## src/rtl/ciex_consts.svh

```systemverilog
// Constants for the control instruction exception unit
// Operation
// - Software exception entry copies status into saved status and records return address.
// - Software exception entry then redirects fetch to the general exception handler.
// - Exception return restores status from saved status and resumes at return address.
// - Debug break entry and debug return exist, for debugging tools only.
// - Control register read moves to general register; write stores from general register.
// - Four cache operations: data flush, instruction flush, data and instruction invalidate.
// - Prefetch discard drops all prefetched instructions from the pipeline.
// - Memory barrier stalls later loads and stores until earlier operations complete.
// - Custom instruction passes operands to and takes results from user logic.
// - Presence of the custom instruction path is a build-time parameter.
// - Missing multiply or divide hardware for an instruction raises the unimplemented instruction exception.
// - Only multiply and divide variants may raise the unimplemented instruction exception.
// - No other instruction ever raises the unimplemented instruction exception.
// - No-operation changes no register, memory or processor state, except that cache_addr_o loads gpr_a_i as on any accepted issue.
`ifndef CIEX_CONSTS_SVH
`define CIEX_CONSTS_SVH
`define CIEX_XLEN 32
`define CIEX_STATUS_W 32
`define CIEX_STATUS_RST 32'h0000_0000
`define CIEX_STATUS_PIE_BIT 0
`define CIEX_EXC_VECTOR 32'h0000_0020
`define CIEX_BRK_VECTOR 32'h0000_0040
`define CIEX_CTL_STATUS 3'h0
`define CIEX_CTL_SAVED 3'h1
`define CIEX_CTL_BSTATUS 3'h2
`define CIEX_CTL_EPC 3'h3
`define CIEX_CTL_BPC 3'h4
`endif

```

## src/rtl/ciex_pkg.sv

```systemverilog
// Types for the control instruction exception unit
package ciex_pkg;
   typedef enum logic [4:0] {
      CIEX_OP_NOP = 5'h00,
      CIEX_OP_TRAP = 5'h01,
      CIEX_OP_ERET = 5'h02,
      CIEX_OP_BREAK = 5'h03,
      CIEX_OP_BRET = 5'h04,
      CIEX_OP_RDCTL = 5'h05,
      CIEX_OP_WRCTL = 5'h06,
      CIEX_OP_FLUSHD = 5'h07,
      CIEX_OP_FLUSHI = 5'h08,
      CIEX_OP_INITD = 5'h09,
      CIEX_OP_INITI = 5'h0a,
      CIEX_OP_FLUSHP = 5'h0b,
      CIEX_OP_SYNC = 5'h0c,
      CIEX_OP_CUSTOM = 5'h0d,
      CIEX_OP_MUL = 5'h10,
      CIEX_OP_MULI = 5'h11,
      CIEX_OP_MULXSS = 5'h12,
      CIEX_OP_MULXSU = 5'h13,
      CIEX_OP_MULXUU = 5'h14,
      CIEX_OP_DIV = 5'h15,
      CIEX_OP_DIVU = 5'h16,
      CIEX_OP_OTHER = 5'h1f
   } ciex_op_t;
   typedef enum logic [1:0] {
      CIEX_ST_IDLE = 2'b00,
      CIEX_ST_SYNC = 2'b01,
      CIEX_ST_CUST = 2'b11
   } ciex_state_t;
endpackage

```

## src/rtl/ciex_unimp_chk.sv

```systemverilog
// Unimplemented multiply and divide detector
`timescale 1ns/100ps
module ciex_unimp_chk #(
   parameter bit HAS_MUL = 1'b0,
   parameter bit HAS_MULX = 1'b0,
   parameter bit HAS_DIV = 1'b0
) (
   input wire ciex_pkg::ciex_op_t op_i,
   output wire unimp_o
);
   // Class decode of the instruction
   wire is_mul = (op_i == ciex_pkg::CIEX_OP_MUL) || (op_i == ciex_pkg::CIEX_OP_MULI);
   wire is_mulx = (op_i == ciex_pkg::CIEX_OP_MULXSS) || (op_i == ciex_pkg::CIEX_OP_MULXSU) ||
                  (op_i == ciex_pkg::CIEX_OP_MULXUU);
   wire is_div = (op_i == ciex_pkg::CIEX_OP_DIV) || (op_i == ciex_pkg::CIEX_OP_DIVU);
   // Only these classes can trip, and only when hardware is absent
   assign unimp_o = (is_mul && !HAS_MUL) || (is_mulx && !HAS_MULX) || (is_div && !HAS_DIV);
endmodule

```

## src/rtl/ciex_unit.sv

```systemverilog
// Control instruction execution and exception unit
`timescale 1ns/100ps
`include "ciex_consts.svh"
module ciex_unit #(
   parameter bit HAS_CUSTOM = 1'b1,
   parameter bit HAS_MUL = 1'b0,
   parameter bit HAS_MULX = 1'b0,
   parameter bit HAS_DIV = 1'b0
) (
   input wire clk_i,
   input wire srst_i,
   input wire issue_i,
   input wire ciex_pkg::ciex_op_t op_i,
   input wire [31:0] pc_i,
   input wire [2:0] ctl_sel_i,
   input wire [31:0] gpr_a_i,
   input wire [31:0] gpr_b_i,
   input wire [4:0] gpr_dst_i,
   input wire mem_idle_i,
   input wire cust_done_i,
   input wire [31:0] cust_result_i,
   output wire busy_o,
   output wire ldst_stall_o,
   output logic redirect_o,
   output logic [31:0] redirect_pc_o,
   output logic prefetch_flush_o,
   output logic gpr_we_o,
   output logic [4:0] gpr_waddr_o,
   output logic [31:0] gpr_wdata_o,
   output logic dcache_flush_o,
   output logic icache_flush_o,
   output logic dcache_inval_o,
   output logic icache_inval_o,
   output logic [31:0] cache_addr_o,
   output logic cust_start_o,
   output logic [31:0] cust_a_o,
   output logic [31:0] cust_b_o,
   output logic unimp_exc_o,
   output logic debug_mode_o,
   output logic [31:0] status_o
);
   ciex_pkg::ciex_state_t state_r, state_nxt;
   logic [31:0] status_r, saved_status_r, brk_status_r;
   logic [31:0] exception_return_address_r, brk_return_r;
   logic [4:0] cust_dst_r;
   wire unimp;
   wire [31:0] ret_addr = pc_i + 32'h0000_0004;

   // Unimplemented instruction detection
   ciex_unimp_chk #(
      .HAS_MUL(HAS_MUL),
      .HAS_MULX(HAS_MULX),
      .HAS_DIV(HAS_DIV)
   ) u_unimp (
      .op_i(op_i),
      .unimp_o(unimp)
   );

   // Issue decode
   wire take = issue_i && (state_r == ciex_pkg::CIEX_ST_IDLE);
   wire do_unimp = take && unimp;
   wire do_trap = take && (op_i == ciex_pkg::CIEX_OP_TRAP);
   wire do_enter = do_trap || do_unimp;
   wire do_eret = take && (op_i == ciex_pkg::CIEX_OP_ERET);
   wire do_break = take && (op_i == ciex_pkg::CIEX_OP_BREAK);
   wire do_bret = take && (op_i == ciex_pkg::CIEX_OP_BRET);
   wire do_rdctl = take && (op_i == ciex_pkg::CIEX_OP_RDCTL);
   wire do_wrctl = take && (op_i == ciex_pkg::CIEX_OP_WRCTL);
   wire do_flushp = take && (op_i == ciex_pkg::CIEX_OP_FLUSHP);
   wire do_sync = take && (op_i == ciex_pkg::CIEX_OP_SYNC);
   wire do_cust = take && (op_i == ciex_pkg::CIEX_OP_CUSTOM) && HAS_CUSTOM;
   wire cust_fin = (state_r == ciex_pkg::CIEX_ST_CUST) && cust_done_i;

   // Control register selection for reads
   wire [31:0] ctl_rdata =
      (ctl_sel_i == `CIEX_CTL_STATUS) ? status_r :
      (ctl_sel_i == `CIEX_CTL_SAVED) ? saved_status_r :
      (ctl_sel_i == `CIEX_CTL_BSTATUS) ? brk_status_r :
      (ctl_sel_i == `CIEX_CTL_EPC) ? exception_return_address_r :
      (ctl_sel_i == `CIEX_CTL_BPC) ? brk_return_r : 32'h0000_0000;

   // Handshakes: stall issue and later memory traffic while waiting
   assign busy_o = (state_r != ciex_pkg::CIEX_ST_IDLE);
   assign ldst_stall_o = do_sync || (state_r == ciex_pkg::CIEX_ST_SYNC);

   // Sequencer for barrier and custom operations
   always_comb begin
      state_nxt = state_r;
      case (state_r)
         ciex_pkg::CIEX_ST_IDLE: begin
            if (do_sync && !mem_idle_i) begin
               state_nxt = ciex_pkg::CIEX_ST_SYNC;
            end else if (do_cust) begin
               state_nxt = ciex_pkg::CIEX_ST_CUST;
            end
         end
         ciex_pkg::CIEX_ST_SYNC: begin
            if (mem_idle_i) begin
               state_nxt = ciex_pkg::CIEX_ST_IDLE;
            end
         end
         ciex_pkg::CIEX_ST_CUST: begin
            if (cust_done_i) begin
               state_nxt = ciex_pkg::CIEX_ST_IDLE;
            end
         end
         default: begin
            state_nxt = ciex_pkg::CIEX_ST_IDLE;
         end
      endcase
   end

   always_ff @(posedge clk_i) begin
      if (srst_i) begin
         state_r <= ciex_pkg::CIEX_ST_IDLE;
      end else begin
         state_r <= state_nxt;
      end
   end

   // Processor state, saved state and return addresses
   always_ff @(posedge clk_i) begin
      if (srst_i) begin
         status_r <= `CIEX_STATUS_RST;
         saved_status_r <= `CIEX_STATUS_RST;
         brk_status_r <= `CIEX_STATUS_RST;
         exception_return_address_r <= 32'h0000_0000;
         brk_return_r <= 32'h0000_0000;
         debug_mode_o <= 1'b0;
      end else if (do_enter) begin
         saved_status_r <= status_r;
         exception_return_address_r <= ret_addr;
         status_r[`CIEX_STATUS_PIE_BIT] <= 1'b0;
      end else if (do_eret) begin
         status_r <= saved_status_r;
      end else if (do_break) begin
         brk_status_r <= status_r;
         brk_return_r <= ret_addr;
         status_r[`CIEX_STATUS_PIE_BIT] <= 1'b0;
         debug_mode_o <= 1'b1;
      end else if (do_bret) begin
         status_r <= brk_status_r;
         debug_mode_o <= 1'b0;
      end else if (do_wrctl) begin
         if (ctl_sel_i == `CIEX_CTL_STATUS) begin
            status_r <= gpr_a_i;
         end else if (ctl_sel_i == `CIEX_CTL_SAVED) begin
            saved_status_r <= gpr_a_i;
         end else if (ctl_sel_i == `CIEX_CTL_BSTATUS) begin
            brk_status_r <= gpr_a_i;
         end else if (ctl_sel_i == `CIEX_CTL_EPC) begin
            exception_return_address_r <= gpr_a_i;
         end else if (ctl_sel_i == `CIEX_CTL_BPC) begin
            brk_return_r <= gpr_a_i;
         end
      end
   end

   // Fetch redirection and pipeline flush
   always_ff @(posedge clk_i) begin
      if (srst_i) begin
         redirect_o <= 1'b0;
         redirect_pc_o <= 32'h0000_0000;
         prefetch_flush_o <= 1'b0;
         unimp_exc_o <= 1'b0;
      end else begin
         redirect_o <= do_enter || do_eret || do_break || do_bret || do_flushp;
         prefetch_flush_o <= do_enter || do_eret || do_break || do_bret || do_flushp;
         unimp_exc_o <= do_unimp;
         if (do_enter) begin
            redirect_pc_o <= `CIEX_EXC_VECTOR;
         end else if (do_eret) begin
            redirect_pc_o <= exception_return_address_r;
         end else if (do_break) begin
            redirect_pc_o <= `CIEX_BRK_VECTOR;
         end else if (do_bret) begin
            redirect_pc_o <= brk_return_r;
         end else if (do_flushp) begin
            redirect_pc_o <= ret_addr;
         end
      end
   end

   // Cache maintenance strobes
   always_ff @(posedge clk_i) begin
      if (srst_i) begin
         dcache_flush_o <= 1'b0;
         icache_flush_o <= 1'b0;
         dcache_inval_o <= 1'b0;
         icache_inval_o <= 1'b0;
         cache_addr_o <= 32'h0000_0000;
      end else begin
         dcache_flush_o <= take && (op_i == ciex_pkg::CIEX_OP_FLUSHD);
         icache_flush_o <= take && (op_i == ciex_pkg::CIEX_OP_FLUSHI);
         dcache_inval_o <= take && (op_i == ciex_pkg::CIEX_OP_INITD);
         icache_inval_o <= take && (op_i == ciex_pkg::CIEX_OP_INITI);
         if (take) begin
            cache_addr_o <= gpr_a_i;
         end
      end
   end

   // Custom logic operand launch
   always_ff @(posedge clk_i) begin
      if (srst_i) begin
         cust_start_o <= 1'b0;
         cust_a_o <= 32'h0000_0000;
         cust_b_o <= 32'h0000_0000;
         cust_dst_r <= 5'h00;
      end else begin
         cust_start_o <= do_cust;
         if (do_cust) begin
            cust_a_o <= gpr_a_i;
            cust_b_o <= gpr_b_i;
            cust_dst_r <= gpr_dst_i;
         end
      end
   end

   // General register writeback; nop writes nothing
   always_ff @(posedge clk_i) begin
      if (srst_i) begin
         gpr_we_o <= 1'b0;
         gpr_waddr_o <= 5'h00;
         gpr_wdata_o <= 32'h0000_0000;
      end else begin
         gpr_we_o <= do_rdctl || cust_fin;
         if (do_rdctl) begin
            gpr_waddr_o <= gpr_dst_i;
            gpr_wdata_o <= ctl_rdata;
         end else if (cust_fin) begin
            gpr_waddr_o <= cust_dst_r;
            gpr_wdata_o <= cust_result_i;
         end
      end
   end

   assign status_o = status_r;
endmodule

```

## config.mk

```make
export PLATFORM = sky130hd
export DESIGN_NAME = ciex_unit
export DESIGN_NICKNAME = d
export VERILOG_FILES = /design/src/rtl/ciex_pkg.sv /design/src/rtl/ciex_unimp_chk.sv /design/src/rtl/ciex_unit.sv
export VERILOG_INCLUDE_DIRS = /design/src /design/src/rtl
export SDC_FILE = /design/constraint.sdc
export NUM_CORES = 1
export LEC_CHECK = 0
export ABC_AREA = 1
export BUFFER_PORTS_ARGS = -buffer_cell sky130_fd_sc_hd__buf_2
export CAP_MARGIN = 10
export CELL_PAD_IN_SITES_DETAIL_PLACEMENT = 1
export CELL_PAD_IN_SITES_GLOBAL_PLACEMENT = 2
export CORE_MARGIN = 5
export CORE_UTILIZATION = 29
export CTS_BUF_LIST = sky130_fd_sc_hd__clkbuf_4 sky130_fd_sc_hd__clkbuf_8 sky130_fd_sc_hd__clkbuf_16
export DETAILED_ROUTE_END_ITERATION = 10
export PLACE_DENSITY_LB_ADDON = 0.1
export SKIP_CTS_REPAIR_TIMING = 1
export SYNTH_ARGS = -nofsm -noshare
export SYNTH_HDL_FRONTEND = slang
export SYNTH_SLANG_ARGS = --single-unit
```

## constraint.sdc

```tcl
create_clock -name clk_i -period 1.76 [get_ports clk_i]
set_input_delay 0.088 -clock clk_i [delete_from_list [all_inputs] [get_ports clk_i]]
set_output_delay 0.088 -clock clk_i [all_outputs]
set_load 0.05 [all_outputs]
```

## Word level (Yosys, flattened, before mapping)

Index checks and enable logic that the tools add are counted.

- Flip-flop bits (word level): 341
- Latch bits: 0
- Bits in writable memories: 0
- ROM bits: 0
- Bits of input ports: 146
- Output and inout bits: 209
- Logic and storage cells: 182
- Memories kept: 0

- Add/subtract/negate cells: 1
- Multiply operators: 0
- Divide/modulo/power cells: 0
- Magnitude comparators: 0
- Equality and inequality tests: 41
- Shift-type cells: 0
- Mux-type cells: 57
- Bitwise operators: 2
- Reduce and logical (&&, ||, !) cells: 57

Operators by type and width:

| kind | number |
|---|---|
| 2-to-1 mux 32 bit | 45 |
| == test 5 bit, second input constant | 7 |
| adder 32 x 3 -> 32 bit, second input constant | 1 |
| 2-to-1 mux 31 bit | 1 |
| == test 5 x 4 -> 1 bit, second input constant | 6 |
| != test 2 bit, second input constant | 14 |
| == test 5 x 3 -> 1 bit, second input constant | 4 |
| nonzero test 2 bit | 9 |
| logical AND 1 bit | 17 |
| logical OR 1 bit | 13 |
| nonzero test 4 bit | 3 |
| == test 5 x 2 -> 1 bit, second input constant | 2 |
| 2-to-1 mux 5 bit | 2 |
| AND reduction 9 bit | 1 |
| 2-to-1 mux 2 bit | 4 |
| AND reduction 8 bit | 1 |
| AND reduction 7 bit | 1 |
| == test 3 x 2 -> 1 bit, second input constant | 2 |
| 2-to-1 mux 6 bit | 1 |
| case mux 2 bit (3 select lines) | 1 |
| AND reduction 3 bit | 2 |
| AND reduction 6 bit | 1 |
| nonzero test 3 bit | 2 |
| == test 5 x 1 -> 1 bit, second input constant | 1 |
| 14 further kinds | 17 |

## Logic depth before layout (Yosys ltp)

- Depth after elaboration: 11
- Mapped depth: 12
- Gate-level depth less buffers: 12

## Hierarchy

From an unflattened synthesis, not the netlist that was laid out.

- Cells, all modules: 2739
- Area total of the unflattened synthesis: 17394.2 um^2

By module, submodules not included:

| module | instances | cells an instance | area each (um^2) | sequential area each (um^2) |
|---|---|---|---|---|
| ciex_unit | 1 | 2734 | 17371.7 | 6826.5 |
| ciex_unimp_chk | 1 | 5 | 22.5 | 0.0 |

## Least setup slack after synthesis

Ideal clock, no wire load.

- Kind: register -> output
- From: register state_r[0]
- To: output ldst_stall_o
- Arrival time: 1.943 ns
- Required time: 1.672 ns
- Path slack: -0.271 ns
- Cell stages (with the launch flop): 6
- Path buffers: 0
- Cell sequence: dfxtp_1 inv_1 nand2_1 nor2_2 nand2_1 o22ai_1

- Cells in the longest elaborated chain, start to end: 4
- Elaborated cells on any way between the ends: 5
- Classes of those cells: eq/ne (1); reduce/logical (4)

RTL lines:

| element | line | RTL |
|---|---|---|
| start: declaration | ciex_unit.sv:42 | `ciex_pkg::ciex_state_t state_r, state_nxt;` |
| start signal: assignment | ciex_unit.sv:115 | `state_r <= ciex_pkg::CIEX_ST_IDLE;` |
| start signal: assignment | ciex_unit.sv:117 | `state_r <= state_nxt;` |
| zero test 2 bit | ciex_unit.sv:60 | `wire take = issue_i && (state_r == ciex_pkg::CIEX_ST_IDLE);` |
| logical AND 1 bit | ciex_unit.sv:60 |  |
| logical AND 1 bit | ciex_unit.sv:70 | `wire do_sync = take && (op_i == ciex_pkg::CIEX_OP_SYNC);` |
| logical OR 1 bit * | ciex_unit.sv:84 | `assign ldst_stall_o = do_sync \|\| (state_r == ciex_pkg::CIEX_ST_SYNC);` |
| end: declaration | ciex_unit.sv:23 | `output wire ldst_stall_o,` |

Every way passes the cells marked *; elsewhere a longest branch is shown, timed or not.

## Final worst setup path

- From: register state_r[1]
- To: register status_r[27], in the netlist status_o[27]

- Cells in the longest elaborated chain, start to end: 6
- Elaborated cells on any way between the ends: 17
- Classes of those cells: eq/ne (1); mux (3); bitwise (1); reduce/logical (12)

RTL lines:

| element | line | RTL |
|---|---|---|
| zero test 2 bit * | ciex_unit.sv:60 |  |
| logical AND 1 bit * | ciex_unit.sv:60 |  |
| logical AND 1 bit (on tied branches) | ciex_unit.sv:66, ciex_unit.sv:61, ciex_unit.sv:62 |  |
| 2-to-1 mux 32 bit / logical OR 1 bit (equally long branches) | ciex_unit.sv:141, ciex_unit.sv:63 |  |
| 2-to-1 mux 31 bit / NOT 1 bit (equally long branches) | - |  |
| 2-to-1 mux 32 bit / AND reduction 4 bit (equally long branches) | - |  |
| end signal: assignment | ciex_unit.sv:135 | `status_r <= saved_status_r;` |
| end signal: assignment | ciex_unit.sv:142 | `status_r <= brk_status_r;` |
| end signal: assignment | ciex_unit.sv:146 | `status_r <= gpr_a_i;` |
| end: declaration | ciex_unit.sv:43 | `logic [31:0] status_r, saved_status_r, brk_status_r;` |

Every way passes the cells marked *; elsewhere a longest branch is shown, timed or not. The select of a mux whose other input is x is not followed.
A chain may end at the register's enable or synchronous reset.

==> results.sh <==
export IMPL_grt_max_degree=74
export IMPL_design_area_mm2=0.0252
export IMPL_hold_viol_final=4
export IMPL_finClkSkew_ns=0.0136
export IMPL_hold_path_cell_count=5
export IMPL_final_common_cell="nand2_1"
export IMPL_ioPinCount=355
export IMPL_synth_top_area_cell="dfxtp_1"
export IMPL_final_cycle_share_pct=109
export IMPL_hp_class="in -> reg"
export IMPL_fp_row_count=88
export IMPL_number_of_global_route_vias_before_repair=20000
export IMPL_cellInternalPower_mw=14.6
export IMPL_yosys_most_used_dff="dfxtp_1"
export IMPL_setup_violations=211
export IMPL_first_pass_iters=5
export IMPL_cp_start_kind="flop"
export IMPL_r2r_cells=9
export IMPL_design_final_nets=3293
export IMPL_fmax_mhz=524
export IMPL_via_total_after_detailed_routing=20300
export IMPL_final_hold_worst_slack_ns=-0.0948
export IMPL_synth_nets=2745
export IMPL_final_layout_size_suffix_gt1_share_pct=28.8
export IMPL_outcome="complete, but fails checks"
export IMPL_commonest_cells_after_routing_fill_and_taps_aside="nand2_1 (589), nor2_1 (397), buf_2 (353)"
export IMPL_post_dp_hpwl_um=62800
export IMPL_netSwitchingPower_mw=6.18
export IMPL_rsz_0062_raised_after_global_routing="yes"
export IMPL_switching_share_pct=29.8
export IMPL_synth_register_bits=341
export IMPL_total_drc_errors_in_the_routed_layout=0
export IMPL_path_buf_inv=2
export IMPL_area_growth_pct=50.1
export IMPL_synthCells=2598
export IMPL_path_cells="nor2_4 > nand4_1 > nor2_4 > nand2_2 > nand2_2 > buf_6 > buf_6 > o21ai_0 > nor2_1"
export IMPL_total_die_area_mm2=0.0627
export IMPL_yosysTopAreaCellShare_pct=40.7
export IMPL_chipHeight_um=250
export IMPL_cp_data_required_time_ns=2.26
export IMPL_p_leak_nw=11.5
export IMPL_worst_slew_pin_transition_ns=0.673
export IMPL_synth_cell_types=37
export IMPL_finalCriticalPeriod_ns=1.91
export IMPL_clock_sink_count=341
export IMPL_crit_type="reg -> reg"
export IMPL_max_cap_violations=0
export IMPL_place_congestion=0.863
export IMPL_postLayoutCoreUtil_pct=43.8
export IMPL_cts_tree="yes"
export IMPL_worst_path_max_fanout=7
export IMPL_placement_io_buffers=354
export IMPL_grt_overflow=0
export IMPL_dp_worst_setup_slack_ns=-0.171
export IMPL_first_iter_violations=1161
export IMPL_max_stage_delay_on_crit_path_ns=0.33
export IMPL_cts_made_buffers=43
export IMPL_yosysWarnings=0
export IMPL_final_critical_path_setup_slack_ns=-0.150
export IMPL_clock_root_buffer="clkbuf_16"
export IMPL_violations_in_the_final_reports="negative hold slack, negative setup slack"
export IMPL_share_comb_of_total_power_pct=17.3
export IMPL_cpMaxStageDelayCell="dfxtp_2"
export IMPL_antenna_found_initial=2
export IMPL_ir_worst_vdd_uv=573
export IMPL_initial_util_pct=29.2
export IMPL_routed_wirelength_um=90800
export IMPL_vias_per_cell=5.14
export IMPL_worstSkewPairLatency_ns=0.57
export IMPL_critPathTopFamily="simple AND/OR/NAND/NOR gates"
export IMPL_async_flop_share_pct=0
export IMPL_ys_seq_area_share_pct=40.7
export IMPL_dieWidth_um=250
export IMPL_critical_path_cell_count=9
export IMPL_seq_pwr_share_pct=39.3
export IMPL_clock_tree_htree_level_count=2
export IMPL_synthesis_area_mm2=0.0168
export IMPL_cts_max_path_buffers=3
export IMPL_instance_area_at_placement_mm2=0.0205
export IMPL_detail_route_antenna_nets=0
export IMPL_clock_power_share_pct=43.3
export IMPL_floorplan_core_area_mm2=0.0575
export IMPL_drv_slew=0
export IMPL_power_density_cell_area_mw_per_mm2=824
export IMPL_relSlewSlack_pct=54.8
export IMPL_ys_top_cells_by_area="dfxtp_1 (41%), nand2_1 (15%), nor2_1 (9.7%)"
export IMPL_grt_first_pass_wirelength_um=121000
export IMPL_syn_avg_cell_area_um2=6.45
export IMPL_clock_transition_at_the_registers_of_the_reported_paths_ns=0.06
export IMPL_grt_total_usage_pct=24.9
export IMPL_worst_endpoint_arrival_ns=2.41
export IMPL_synth_edff_count=0
export IMPL_reg2reg_setup_slack_ns=-0.15
export IMPL_route_detailed_wl_per_inst_um=23.0
export IMPL_critPathCaptureType="flop"
[layout make-up]
cell class	count	area (um^2)
diodes	1	2.50
clock inverters	16	138
repair buffers	666	5630
flip-flops and latches	341	6830
clock buffers	60	1270
multi-input cells	1918	9650
well taps	765	957
inverters	176	693
fillers	7231	32300
[path summary, 6_finish.rpt]
| path | start | endpoint |
|---|---|---|
| hold / removal | cust_result_i[6] | gpr_wdata_o[6] |
| hold reg to reg | cust_b_o[3] | cust_b_o[3] |
| setup reg to reg | state_r[1] | status_o[27] |
| setup / recovery | state_r[1] | status_o[27] |
[metrics by stage]
stage               total power, mW  hold WS (ns)  setup TNS, ns  std cells
global placement               11.2         0.337          -5.56       3708
detailed placement             11.2         0.352         -14.27       3708
CTS                            20.2        -0.255         -14.78       3784
global route                   21.5      -0.00183         -30.44       3942
floorplan                      9.93         0.236              0       2598
finish                         20.7       -0.0948         -12.52       3943
[worst reg2reg max path, stage by stage (launching register included)]
cell	delay, ns
dfxtp_2	0.33
nor2_4	0.18
nand4_1	0.22
nor2_4	0.29
nand2_2	0.11
nand2_2	0.15
buf_6	0.16
buf_6	0.15
o21ai_0	0.12
nor2_1	0.15
[routing by layer]
metal | wire length, um | GRT usage (%) | vias up | part of all wire (%)
li1 | - | - | 9545 | -
met1 | 36300 | 28.1 | 10000 | 40
met2 | 47200 | 48.2 | 516 | 52
met3 | 3750 | 2.86 | 164 | 4.1
met4 | 3550 | 8.33 | 0 | 3.9
met5 | 0 | 0 | - | 0
[logic make-up after synthesis]
logic type                 Yosys count  share of synthesized area, %
and+or+nand+nor                   1316                          31.9
AOI/OAI and AO/OA                  580                          17.9
DFF                                341                          40.7
buffers and inverters              339                          8.26
muxes                               12                         0.716
xor gates and xnor gates             9                         0.470
adders and majority gates            1                        0.0746
[Yosys cell counts (5+ instances only)]
library cell and number:
or2_2 15, buf_2 69, dfxtp_1 341, o21ai_1 50, inv_1 161, nand3_1 149
buf_4 7, nor2_2 9, nand4_1 38, a21oi_1 170, clkbuf_1 80, a221oi_1 5
mux2i_1 12, xor2_1 6, buf_1 7, nor2_1 432, inv_2 14, nand2_1 660
a31oi_1 19, o21ai_0 317
[power by group through the flow]
stage	combinational, mW	clock, mW	sequential, mW
floorplan	1.11	0	8.82
global placement	2.85	0	8.30
detailed placement	2.90	0	8.31
CTS	2.91	9.18	8.14
global route	3.81	9.47	8.17
finish	3.60	8.98	8.15
Note: power is estimated with default switching activity, not from simulation.
